`src/tgu_pkg.sv`:
```
// Shared constants, register map, field layout and types of the three-timer unit.
package tgu_pkg;

  // ---------------------------------------------------------------------------
  // Sizes.
  // ---------------------------------------------------------------------------
  localparam int TGU_NUM      = 3;      // Timers in the unit.
  localparam int TGU_W        = 16;     // Width of each timer.
  localparam int TGU_AW       = 8;      // APB address width.
  localparam int TGU_PSC_W    = 11;     // Free-running prescaler counter width.
  localparam int TGU_IDX_A    = 0;      // Auxiliary timer A.
  localparam int TGU_IDX_CORE = 1;      // Core timer.
  localparam int TGU_IDX_B    = 2;      // Auxiliary timer B.

  // ---------------------------------------------------------------------------
  // Register byte addresses.
  // ---------------------------------------------------------------------------
  localparam logic [TGU_AW-1:0] TGU_OFS_CTRL0  = 8'h00;  // Control of aux timer A.
  localparam logic [TGU_AW-1:0] TGU_OFS_VAL0   = 8'h0C;  // Value of aux timer A.
  localparam logic [TGU_AW-1:0] TGU_OFS_STATUS = 8'h18;  // Sticky event flags, write one to clear.
  localparam logic [TGU_AW-1:0] TGU_OFS_MASK   = 8'h1C;  // Interrupt mask.
  localparam logic [TGU_AW-1:0] TGU_OFS_STATE  = 8'h20;  // Live latch and pin levels.
  localparam logic [TGU_AW-1:0] TGU_STRIDE     = 8'h04;  // Spacing of per-timer registers.

  // ---------------------------------------------------------------------------
  // Constants used by the logic.
  // ---------------------------------------------------------------------------
  localparam logic [TGU_PSC_W-1:0] TGU_PSC_BASE = 11'h008;  // Factor for select code 000b.
  localparam logic [TGU_PSC_W-1:0] TGU_PSC_ONE  = 11'h001;
  localparam logic [TGU_W-1:0]     TGU_MAXV     = 16'hFFFF;
  localparam logic [TGU_W-1:0]     TGU_MINV     = 16'h0000;
  localparam logic [TGU_W-1:0]     TGU_STEP     = 16'h0001;
  localparam logic [15:0]          TGU_CTRL_RST = 16'h0000;
  localparam logic [2:0]           TGU_FLAG_RST = 3'h0;

  // Edge selection codes for pin or latch triggers.
  localparam logic [1:0] TGU_EDGE_RISE = 2'h1;
  localparam logic [1:0] TGU_EDGE_FALL = 2'h2;
  localparam logic [1:0] TGU_EDGE_BOTH = 2'h3;

  // Reload trigger source codes.
  localparam logic [1:0] TGU_RLD_LRISE = 2'h1;  // Toggle latch goes 0 to 1.
  localparam logic [1:0] TGU_RLD_LFALL = 2'h2;  // Toggle latch goes 1 to 0.
  localparam logic [1:0] TGU_RLD_PIN   = 2'h3;  // Input pin edge per edge_sel.

  // ---------------------------------------------------------------------------
  // Types.
  // ---------------------------------------------------------------------------
  typedef enum logic [2:0] {
    TGU_TIMER, TGU_GATED, TGU_COUNTER, TGU_ENCODER, TGU_RELOAD, TGU_CAPTURE
  } tgu_mode_e;

  // Control word of one timer, low 16 bits of its control register.
  typedef struct packed {
    logic       out_en;      // Core only: drive the latch to the output pin.
    logic [1:0] reload_src;  // Aux reload role: trigger source.
    logic       latch_src;   // Aux counter mode: count latch edges instead of the pin.
    logic       gate_high;   // Gated mode: 1 counts while pin high, 0 while low.
    logic [1:0] edge_sel;    // Counter and pin-trigger edge selection.
    logic       dir_ext;     // Direction pin overrides the software direction.
    logic       down;        // Software direction, 1 counts down.
    logic       run;         // Timer runs.
    tgu_mode_e  mode;        // Operating mode.
    logic [2:0] isel;        // Prescaler select.
  } tgu_ctrl_s;

  // Filtered pin levels of one timer.
  typedef struct packed {
    logic inp;  // Gate, count or encoder A input.
    logic dir;  // Direction or encoder B input.
  } tgu_pins_s;

endpackage : tgu_pkg

```
`src/tgu_timer_unit.sv`:
```
// Three 16-bit timers (one core, two auxiliary) with APB registers and interrupt.
`timescale 1ns/10ps

module tgu_timer_unit
  import tgu_pkg::*;
(
  input  wire logic                      pclk,
  input  wire logic                      presetn,
  input  wire logic                      psel,
  input  wire logic                      penable,
  input  wire logic                      pwrite,
  input  wire logic [tgu_pkg::TGU_AW-1:0] paddr,
  input  wire logic [31:0]               pwdata,
  output logic      [31:0]               prdata,
  output logic                           pready,
  output logic                           pslverr,
  input  wire logic [tgu_pkg::TGU_NUM-1:0] timer_input_pin,
  input  wire logic [tgu_pkg::TGU_NUM-1:0] direction_pin,
  output logic                           toggle_output_pin,
  output logic                           irq
);
  import tgu_pkg::*;

  // ---------------------------------------------------------------------------
  // Storage.
  // ---------------------------------------------------------------------------
  tgu_ctrl_s            ctrl_reg   [TGU_NUM];  // Per-timer control words.
  logic [TGU_W-1:0]     val_reg    [TGU_NUM];  // Timer values.
  logic [TGU_W-1:0]     val_next   [TGU_NUM];  // Next timer values.
  logic [TGU_NUM-1:0]   flag_reg;              // Sticky request flags, one per timer.
  logic [TGU_NUM-1:0]   flag_next;
  logic [TGU_NUM-1:0]   mask_reg;              // Interrupt mask, same layout.
  logic                 latch_reg;             // Core toggle latch.
  logic                 latch_prev_reg;        // Latch one cycle ago, for edge detection.
  logic [TGU_PSC_W-1:0] psc_reg;               // Free-running prescaler counter.
  logic [2:0]           sync_in_reg  [TGU_NUM]; // Three-stage synchroniser, input pins.
  logic [2:0]           sync_dir_reg [TGU_NUM]; // Three-stage synchroniser, direction pins.
  tgu_pins_s            pin_reg      [TGU_NUM]; // Filtered levels.
  tgu_pins_s            pin_prev_reg [TGU_NUM]; // Filtered levels one cycle ago.
  logic                 pready_reg;
  logic                 pslverr_reg;
  logic [31:0]          prdata_reg;
  logic                 irq_reg;
  logic                 tout_reg;

  // ---------------------------------------------------------------------------
  // APB decode.
  // ---------------------------------------------------------------------------
  // The slave answers with zero wait states: pready is registered from the setup
  // cycle so the first access cycle already completes the transfer.
  wire setup_ph  = psel & ~penable;
  wire access_ok = psel & penable & pready_reg;
  wire wr_go     = access_ok & pwrite & ~pslverr_reg;
  wire hit_stat  = (paddr == TGU_OFS_STATUS);
  wire hit_mask  = (paddr == TGU_OFS_MASK);
  wire hit_state = (paddr == TGU_OFS_STATE);
  logic [TGU_NUM-1:0] hit_ctrl;   // Address selects a control register.
  logic [TGU_NUM-1:0] hit_val;    // Address selects a value register.
  logic [TGU_NUM-1:0] wr_ctrl;    // Write strobes, control registers.
  logic [TGU_NUM-1:0] wr_val;     // Write strobes, value registers.
  wire  any_hit = (|hit_ctrl) | (|hit_val) | hit_stat | hit_mask | hit_state;

  // ---------------------------------------------------------------------------
  // Per-timer event wires.
  // ---------------------------------------------------------------------------
  logic [TGU_NUM-1:0] tick;        // Prescaled tick at this timer's factor.
  logic [TGU_NUM-1:0] pin_rise;    // Filtered input pin edges.
  logic [TGU_NUM-1:0] pin_fall;
  logic [TGU_NUM-1:0] pin_evt;     // Input edge matching edge_sel.
  logic [TGU_NUM-1:0] enc_step;    // Encoder produced a step.
  logic [TGU_NUM-1:0] enc_down;    // Encoder direction of that step.
  logic [TGU_NUM-1:0] cnt_en;      // Timer advances this cycle.
  logic [TGU_NUM-1:0] cnt_dn;      // Direction of that advance.
  logic [TGU_NUM-1:0] wrap;        // Overflow or underflow this cycle.
  logic [TGU_NUM-1:0] reload_req;  // Aux requests a reload of the core.
  logic [TGU_NUM-1:0] capt_req;    // Aux captures the core value.
  logic [TGU_NUM-1:0] load_en;     // Hardware load of this timer.
  logic [TGU_W-1:0]   load_data [TGU_NUM];
  logic [TGU_NUM-1:0] evt;         // Interrupt events.

  wire latch_rise = latch_reg & ~latch_prev_reg;
  wire latch_fall = ~latch_reg & latch_prev_reg;

  // ---------------------------------------------------------------------------
  // Per-timer logic.
  // ---------------------------------------------------------------------------
  for (genvar i = 0; i < TGU_NUM; i++) begin : g_tmr
    tgu_ctrl_s c;
    logic [TGU_PSC_W-1:0] psc_mask;
    logic src_rise;
    logic src_fall;
    logic src_evt;
    logic gate_on;
    logic at_lim;
    logic in_role;
    logic trig_rld;

    assign c = ctrl_reg[i];

    // Register decode for this timer.
    assign hit_ctrl[i] = (paddr == TGU_OFS_CTRL0 + TGU_AW'(i) * TGU_STRIDE);
    assign hit_val[i]  = (paddr == TGU_OFS_VAL0 + TGU_AW'(i) * TGU_STRIDE);
    assign wr_ctrl[i]  = wr_go & hit_ctrl[i];
    assign wr_val[i]   = wr_go & hit_val[i];

    // Factor is 8 shifted left by the select code; a tick falls where all
    // low bits of the shared counter are zero.
    assign psc_mask = (TGU_PSC_BASE << c.isel) - TGU_PSC_ONE;
    assign tick[i]  = ((psc_reg & psc_mask) == '0);

    assign pin_rise[i] = pin_reg[i].inp & ~pin_prev_reg[i].inp;
    assign pin_fall[i] = ~pin_reg[i].inp & pin_prev_reg[i].inp;
    assign pin_evt[i]  = (pin_rise[i] & c.edge_sel[0]) | (pin_fall[i] & c.edge_sel[1]);

    // Aux timers may count toggle latch edges instead of their own pin.
    assign src_rise = (i != TGU_IDX_CORE && c.latch_src) ? latch_rise : pin_rise[i];
    assign src_fall = (i != TGU_IDX_CORE && c.latch_src) ? latch_fall : pin_fall[i];
    assign src_evt  = (src_rise & c.edge_sel[0]) | (src_fall & c.edge_sel[1]);

    assign gate_on = (pin_reg[i].inp == c.gate_high);

    // Quadrature: an A change counts up when A differs from B, a B change
    // counts up when they agree; both changing at once is a lost step.
    wire a_chg = pin_reg[i].inp ^ pin_prev_reg[i].inp;
    wire b_chg = pin_reg[i].dir ^ pin_prev_reg[i].dir;
    assign enc_step[i] = a_chg ^ b_chg;
    assign enc_down[i] = a_chg ? (pin_reg[i].inp == pin_reg[i].dir)
                               : (pin_reg[i].inp != pin_reg[i].dir);

    // Capture and reload roles exist only on the auxiliary timers.
    assign in_role = (i != TGU_IDX_CORE) &&
                     (c.mode == TGU_RELOAD || c.mode == TGU_CAPTURE);

    assign cnt_en[i] = c.run & ~in_role &
                       ((c.mode == TGU_TIMER   & tick[i]) |
                        (c.mode == TGU_GATED   & tick[i] & gate_on) |
                        (c.mode == TGU_COUNTER & src_evt) |
                        (c.mode == TGU_ENCODER & enc_step[i]));

    // Encoder mode takes its own direction; otherwise the pin may override.
    assign cnt_dn[i] = (c.mode == TGU_ENCODER) ? enc_down[i] :
                       (c.dir_ext ? pin_reg[i].dir : c.down);

    assign at_lim  = cnt_dn[i] ? (val_reg[i] == TGU_MINV) : (val_reg[i] == TGU_MAXV);
    assign wrap[i] = cnt_en[i] & at_lim;

    assign trig_rld = ((c.reload_src == TGU_RLD_LRISE) & latch_rise) |
                      ((c.reload_src == TGU_RLD_LFALL) & latch_fall) |
                      ((c.reload_src == TGU_RLD_PIN)   & pin_evt[i]);
    assign reload_req[i] = (i != TGU_IDX_CORE) && c.mode == TGU_RELOAD && trig_rld;
    assign capt_req[i]   = (i != TGU_IDX_CORE) && c.mode == TGU_CAPTURE && pin_evt[i];

    if (i == TGU_IDX_CORE) begin : g_core
      // Each aux reacts to its own latch edge, so two aux timers on opposite
      // edges take turns; if both fire together, aux A wins.
      assign load_en[i]   = reload_req[TGU_IDX_A] | reload_req[TGU_IDX_B];
      assign load_data[i] = reload_req[TGU_IDX_A] ? val_reg[TGU_IDX_A] : val_reg[TGU_IDX_B];
      assign evt[i]       = wrap[i];
    end else begin : g_aux
      assign load_en[i]   = capt_req[i];
      assign load_data[i] = val_reg[TGU_IDX_CORE];
      assign evt[i]       = wrap[i] | capt_req[i] | reload_req[i];
    end

    // Software write beats a hardware load, which beats counting.
    assign val_next[i] = wr_val[i]  ? pwdata[TGU_W-1:0] :
                         load_en[i] ? load_data[i] :
                         cnt_en[i]  ? (cnt_dn[i] ? val_reg[i] - TGU_STEP
                                                 : val_reg[i] + TGU_STEP) :
                         val_reg[i];

    // Pin synchronisers: the first stage feeds only the second; a new level
    // is accepted once the second and third stages agree.
    always_ff @(posedge pclk or negedge presetn) begin
      if (!presetn) begin
        sync_in_reg[i]  <= 3'h0;
        sync_dir_reg[i] <= 3'h0;
      end else begin
        sync_in_reg[i]  <= {sync_in_reg[i][1:0], timer_input_pin[i]};
        sync_dir_reg[i] <= {sync_dir_reg[i][1:0], direction_pin[i]};
      end
    end

    // Filtered levels and their one-cycle history.
    always_ff @(posedge pclk or negedge presetn) begin
      if (!presetn) begin
        pin_reg[i]      <= '0;
        pin_prev_reg[i] <= '0;
      end else begin
        if (sync_in_reg[i][1] == sync_in_reg[i][2]) begin
          pin_reg[i].inp <= sync_in_reg[i][2];
        end
        if (sync_dir_reg[i][1] == sync_dir_reg[i][2]) begin
          pin_reg[i].dir <= sync_dir_reg[i][2];
        end
        pin_prev_reg[i] <= pin_reg[i];
      end
    end

    // Control and value registers of this timer.
    always_ff @(posedge pclk or negedge presetn) begin
      if (!presetn) begin
        ctrl_reg[i] <= tgu_ctrl_s'(TGU_CTRL_RST);
        val_reg[i]  <= TGU_MINV;
      end else begin
        if (wr_ctrl[i]) begin
          ctrl_reg[i] <= tgu_ctrl_s'(pwdata[15:0]);
        end
        val_reg[i] <= val_next[i];
      end
    end
  end

  // ---------------------------------------------------------------------------
  // Flags and interrupt.
  // ---------------------------------------------------------------------------
  // A new event in the clearing cycle keeps its flag set.
  assign flag_next = (flag_reg & ~(wr_go & hit_stat ? pwdata[TGU_NUM-1:0] : '0)) |
                     evt;

  // Prescaler counter, toggle latch and flag state.
  always_ff @(posedge pclk or negedge presetn) begin
    if (!presetn) begin
      psc_reg        <= '0;
      latch_reg      <= 1'b0;
      latch_prev_reg <= 1'b0;
      flag_reg       <= TGU_FLAG_RST;
      mask_reg       <= TGU_FLAG_RST;
    end else begin
      psc_reg        <= psc_reg + TGU_PSC_ONE;
      latch_reg      <= latch_reg ^ wrap[TGU_IDX_CORE];
      latch_prev_reg <= latch_reg;
      flag_reg       <= flag_next;
      if (wr_go && hit_mask) begin
        mask_reg <= pwdata[TGU_NUM-1:0];
      end
    end
  end

  // ---------------------------------------------------------------------------
  // Read mux and registered outputs.
  // ---------------------------------------------------------------------------
  logic [31:0] rd_mux;  // Read data selected by address.
  always_comb begin
    rd_mux = '0;
    for (int k = 0; k < TGU_NUM; k++) begin
      if (hit_ctrl[k]) begin
        rd_mux = {16'h0000, ctrl_reg[k]};
      end
      if (hit_val[k]) begin
        rd_mux = {16'h0000, val_reg[k]};
      end
    end
    if (hit_stat) begin
      rd_mux = {29'h0, flag_reg};
    end
    if (hit_mask) begin
      rd_mux = {29'h0, mask_reg};
    end
    if (hit_state) begin
      rd_mux = {25'h0, pin_reg[2], pin_reg[1], pin_reg[0], latch_reg};
    end
  end

  // Bus answer is prepared in the setup cycle; irq lags a flag by one cycle.
  always_ff @(posedge pclk or negedge presetn) begin
    if (!presetn) begin
      pready_reg  <= 1'b0;
      pslverr_reg <= 1'b0;
      prdata_reg  <= '0;
      irq_reg     <= 1'b0;
      tout_reg    <= 1'b0;
    end else begin
      pready_reg  <= setup_ph;
      pslverr_reg <= setup_ph & ~any_hit;
      prdata_reg  <= setup_ph & ~pwrite ? rd_mux : '0;
      irq_reg     <= |(flag_reg & mask_reg);
      tout_reg    <= latch_reg & ctrl_reg[TGU_IDX_CORE].out_en;
    end
  end

  assign prdata            = prdata_reg;
  assign pready            = pready_reg;
  assign pslverr           = pslverr_reg;
  assign irq               = irq_reg;
  assign toggle_output_pin = tout_reg;

endmodule : tgu_timer_unit

```
`config.mk`:
```
export PLATFORM = sky130hd
export DESIGN_NAME = tgu_timer_unit
export DESIGN_NICKNAME = d
export VERILOG_FILES = /design/src/tgu_pkg.sv /design/src/tgu_timer_unit.sv
export SDC_FILE = /design/constraint.sdc
export NUM_CORES = 1
export LEC_CHECK = 0
export ABC_AREA = 1
export CAP_MARGIN = 20
export CORE_ASPECT_RATIO = 1.1
export CORE_MARGIN = 2
export CORE_UTILIZATION = 45
export DETAILED_ROUTE_END_ITERATION = 16
export DONT_BUFFER_PORTS = 1
export GPL_ROUTABILITY_DRIVEN = 0
export MAX_ROUTING_LAYER = met4
export PLACE_DENSITY = 0.63
export SLEW_MARGIN = 30
export SYNTH_ARGS = -nofsm -noshare
export SYNTH_HDL_FRONTEND = slang
export SYNTH_SLANG_ARGS = --single-unit
```
`constraint.sdc`:
```
create_clock -name pclk -period 4 [get_ports pclk]
set_clock_uncertainty 0.05 [all_clocks]
set_input_delay 0.8 -clock pclk [delete_from_list [all_inputs] [get_ports pclk]]
set_output_delay 0.8 -clock pclk [all_outputs]
set_load 0.01 [all_outputs]
```
==> out/results.md <==
| Stage | Metric | Reported |
| --- | --- | --- |
| power | Leakage | 6.531 nW |
| setup path | Largest stage delay on the critical path | 0.47 ns |
| logic synthesis | Top_reg_cell synth | sky130_fd_sc_hd__dfrtp_1 |
| logic synthesis | Number of instances in the synthesized netlist | 1769 |
| setup path | Setup crit end kind | flop |
| die | Width of the die | 158.8 µm |
| logic synthesis | Area leader, netlist | sky130_fd_sc_hd__dfrtp_1 |
| final layout | Number of flip-flops in the largest register | 48 |
| clock network | Setup repair bufs after CTS | 0 |
| clock network | CTS Hold Bufs | 5 |
| die | IO Pins | 87 |
| die | Area enclosed by the die boundary | 27670 µm² |
| clock network | Clock Latency Late Sink | 0.45 ns |
| routing | Final WL | 39410 µm |
| setup path | Cell-by-cell listing of the critical path | inv_1 -> ha_1 -> inv_1 -> nand2_1 -> nand3_1 -> nand3_1 -> nand2_1 -> inv_1 -> ha_1 -> a21oi_1 -> nand2_1 -> nand2_1 -> nand2_1 -> a21oi_1 -> nand2_1 -> nand3_1 -> nand2_1 -> a21oi_1 |
| logic synthesis | EDFF count, synth | 0 |
| run | Number of max-cap violations | 0 |
| setup path | Element type at the critical path start | flop |
| sta | Final critical-path setup slack | 0.4157 ns |
| sta | Final period util | 89.61% |
| setup path | Required time of the worst setup path | 4.31 ns |
| sta | Total Negative Setup Slacks | 0 ns |
| sta | Total of endpoints with negative setup slack in the final report | 0 |
| routing | Per-cell routed wire length | 18.58 µm |
| logic synthesis | Number of storage elements in the synthesis netlist | 164 |
| global routing | Sum of overflow across all layers after global routing | 0 |
| routing | Number of DRC markers after the initial detailed-route iteration | 1124 |
| final layout | Number of inserted diodes | 0 |
| die | Initial cell density of the core | 45.63% |
| logic synthesis | Count of distinct cell types in the synthesized netlist | 44 |
| setup path | Dominant cell type by count on the critical path | sky130_fd_sc_hd__nand2_1 |
| logic synthesis | Proportion of synthesized flip-flops having asynchronous set or reset | 100.0% |
| logic synthesis | Leading cell types by count after synthesis | 571 x sky130_fd_sc_hd__nand2_1, 218 x sky130_fd_sc_hd__inv_1, 179 x sky130_fd_sc_hd__nand3_1 |
| global routing | Maximum number of pins on one net before global-route repair | 70 |
| worst hold path | Path class of the lowest-slack min-delay path | primary input to async pin |
| logic synthesis | Share of the synthesized area in the top cell type | 34.61% |
| sta | Number of failing hold endpoints at the final stage | 0 |
| final layout | Signed area change from the synthesized netlist to the final layout | 7.659% |
| clock network | Count of instances resized after the clock tree is built | 0 |
| logic synthesis | Synthesized area | 11860 µm² |
| die | Floorplan row count | 62 |
| sta | Headroom to the max-slew limit | 52.11% |
| clock network | Master cell of the clock root buffer | sky130_fd_sc_hd__clkbuf_16 |
| placement | Placed cells | 2084 |
| setup path | CP delay by family, top | simple AND/OR/NAND/NOR gates |
| placement | Final HPWL from detailed placement | 29000 µm |
| clock network | Maximum clock insertion buffer count | 2 |
| routing | Antenna-violating nets left | 0 |
| final layout | Net count of the finished layout | 1860 |
| clock network | CTS sink cnt | 164 |
| setup path | Data arrival time of the worst path | 3.90 ns |
| global routing | Total GRT Usage | 30.02% |
| placement | Setup WS pre-CTS | 0.4514 ns |
| sta | Pins Over Slew Limit | 0 |
| setup path | Type of the worst setup path | flop to flop |
| final layout | Post-route insts no fill | 2121 |
| clock network | Depth of the CTS H-tree | 4 |
| logic synthesis | Dominant cells by area after synthesis | sky130_fd_sc_hd__dfrtp_1 35%, sky130_fd_sc_hd__nand2_1 18%, sky130_fd_sc_hd__nand3_1 7.6% |
| setup path | Worst path buffer plus inverter count | 3 |
| sta | Fmax | 279.0 MHz |
| sta | Setup repair after global routing missed its margin | false |
| setup path | Number of cells on the critical path | 18 |
| logic synthesis | Mean instance size in the synthesized netlist | 6.704 µm² |
| logic synthesis | Yosys warns | 0 |
| die | Std-Cell Core Area | 25990 µm² |
| global routing | Number of global-route vias before repair | 10980 |
| power | Cell Pwr Density | 279.6 nW/µm² |
| setup path | Maximum net fanout on the critical path | 17 |
| die | Die Height | 174.3 µm |
| sta | Worst Tran Pin Value | 0.7183 ns |
| clock network | Post-CTS clock slew at the launch and capture registers of the worst setup and hold paths | 0.06 ns |
| power | Worst ir drop on vdd | 0.0002830 V |
| sta | Minimum clock period | 3.584 ns |
| placement | Total of buffers placed on input and output ports | 0 |
| logic synthesis | Most repeated cell in the gate-level netlist after synthesis | sky130_fd_sc_hd__nand2_1 |
| final layout | Share of final-layout standard cells stronger than drive strength 1 | 4.805% |
| logic synthesis | Seq/Total Area, Yosys | 34.61% |
| clock network | Clock tree from TritonCTS | done |
| sta | Worst hold slack across all endpoints | 0.1366 ns |
| routing | Detailed-router iteration count before antenna repair | 5 |
| outcome | Run status | finished, final reports clean |
| routing | Vias post-DR | 11712 |
| global routing | Number of antenna violations at the first check in global routing | 0 |
| setup path | Slowest stage cell on the critical path | sky130_fd_sc_hd__dfrtp_1 |
| routing | Via density | 5.522 |
| global routing | Global-route wire length before repair | 62130 µm |
| clock network | Number of buffers inserted during clock tree synthesis | 17 |
| routing | Residual DRC | 0 |
| setup path | Worst R2R Path Depth | 18 |
==> stage by stage <==
| stage | utilization (%) | cell area (µm²) | total power, W |
|---|---|---|---|
| after floorplan | - | 11920 | 0.001846 |
| after global routing | 49.13 | 12770 | 0.003680 |
| after global placement | 46.53 | 12090 | 0.001882 |
| after detailed placement | 46.53 | 12090 | 0.001886 |
| final | 49.13 | 12770 | 0.003570 |
| after CTS | 49.14 | 12770 | 0.003586 |
==> power by group <==
part	leakage [nW]	switching, W	internal (W)
sequential	2.17	0.0000303	0.00168
clock	0.269	0.000738	0.000929
combinational	4.09	0.000135	0.0000533
==> path summary, 6_finish.rpt <==
kind	slack [ns]	end	start
min	0.14	val_reg[15]	presetn
max in group asynchronous	2.67	load_data[3]	presetn
min reg2reg	0.30	sync_dir_reg[4]	sync_dir_reg[3]
max	0.42	val_reg[15]	pin_reg[1]
min in group pclk	0.30	sync_dir_reg[4]	sync_dir_reg[3]
max reg2reg	0.42	val_reg[15]	pin_reg[1]
==> metal layers <==
metal  vias up  wire, µm  track usage, %
met5         -         0               -
met4         0      1605           12.96
met3        92      3157           5.822
met2       491     17490           45.96
met1      5410     17160           38.89
li1       5719         -               -
==> cell type report <==
cell class                      instances  area (µm²)
Tap cell                              352       440.4
Sequential cell                       164        4104
Fill cell                            2649       13220
Clock buffer                           19       432.9
Clock inverter                         13       148.9
Inverter                              225       844.6
Timing Repair Buffer                   19       195.2
Multi-Input combinational cell       1329        6601
==> worst register-to-register path: cells and delay by family (launching register included) <==
kind | cells | cell delay, ns
buffers and inverters | 3 | 0.65
AND/OR/NAND/NOR | 10 | 1.03
AO/OA/AOI/OAI | 3 | 0.57
flip-flops | 1 | 0.47
adder cells (fa/ha/maj) | 2 | 0.73
==> logic make-up after synthesis <==
group,Yosys count,synth area share [%]
simple gates,960,34.78
buf+inv,291,10.22
compound gates,275,12.67
flops,164,34.61
fa+ha+maj,59,6.288
xor+xnor,19,1.403
other cells,1,0.03162
==> placed cells by master (no fill, tap or decap), types with 5 or more instances in the layout <==
cell type                    count
sky130_fd_sc_hd__o211ai_1       21
sky130_fd_sc_hd__nand2_2         9
sky130_fd_sc_hd__nand3b_1        9
sky130_fd_sc_hd__xor2_1         11
sky130_fd_sc_hd__clkinvlp_4      5
sky130_fd_sc_hd__o21ai_0       142
sky130_fd_sc_hd__buf_4          14
sky130_fd_sc_hd__nand3_1       179
sky130_fd_sc_hd__nor2_2          9
sky130_fd_sc_hd__nor3_1         10
sky130_fd_sc_hd__a21oi_1        76
sky130_fd_sc_hd__xnor2_1         8
sky130_fd_sc_hd__nand2_1       570
sky130_fd_sc_hd__conb_1         16
sky130_fd_sc_hd__nor2_1        103
sky130_fd_sc_hd__clkbuf_16      17
sky130_fd_sc_hd__o22ai_1         6
sky130_fd_sc_hd__inv_1         218
sky130_fd_sc_hd__o2111ai_1       6
sky130_fd_sc_hd__o21ai_1         9
sky130_fd_sc_hd__nor4_1         12
sky130_fd_sc_hd__or2_2           5
sky130_fd_sc_hd__ha_1           50
sky130_fd_sc_hd__maj3_1          6
sky130_fd_sc_hd__nand4_1        43
sky130_fd_sc_hd__dfrtp_1       164
sky130_fd_sc_hd__inv_2           7
(Power assumes the default switching activity.)
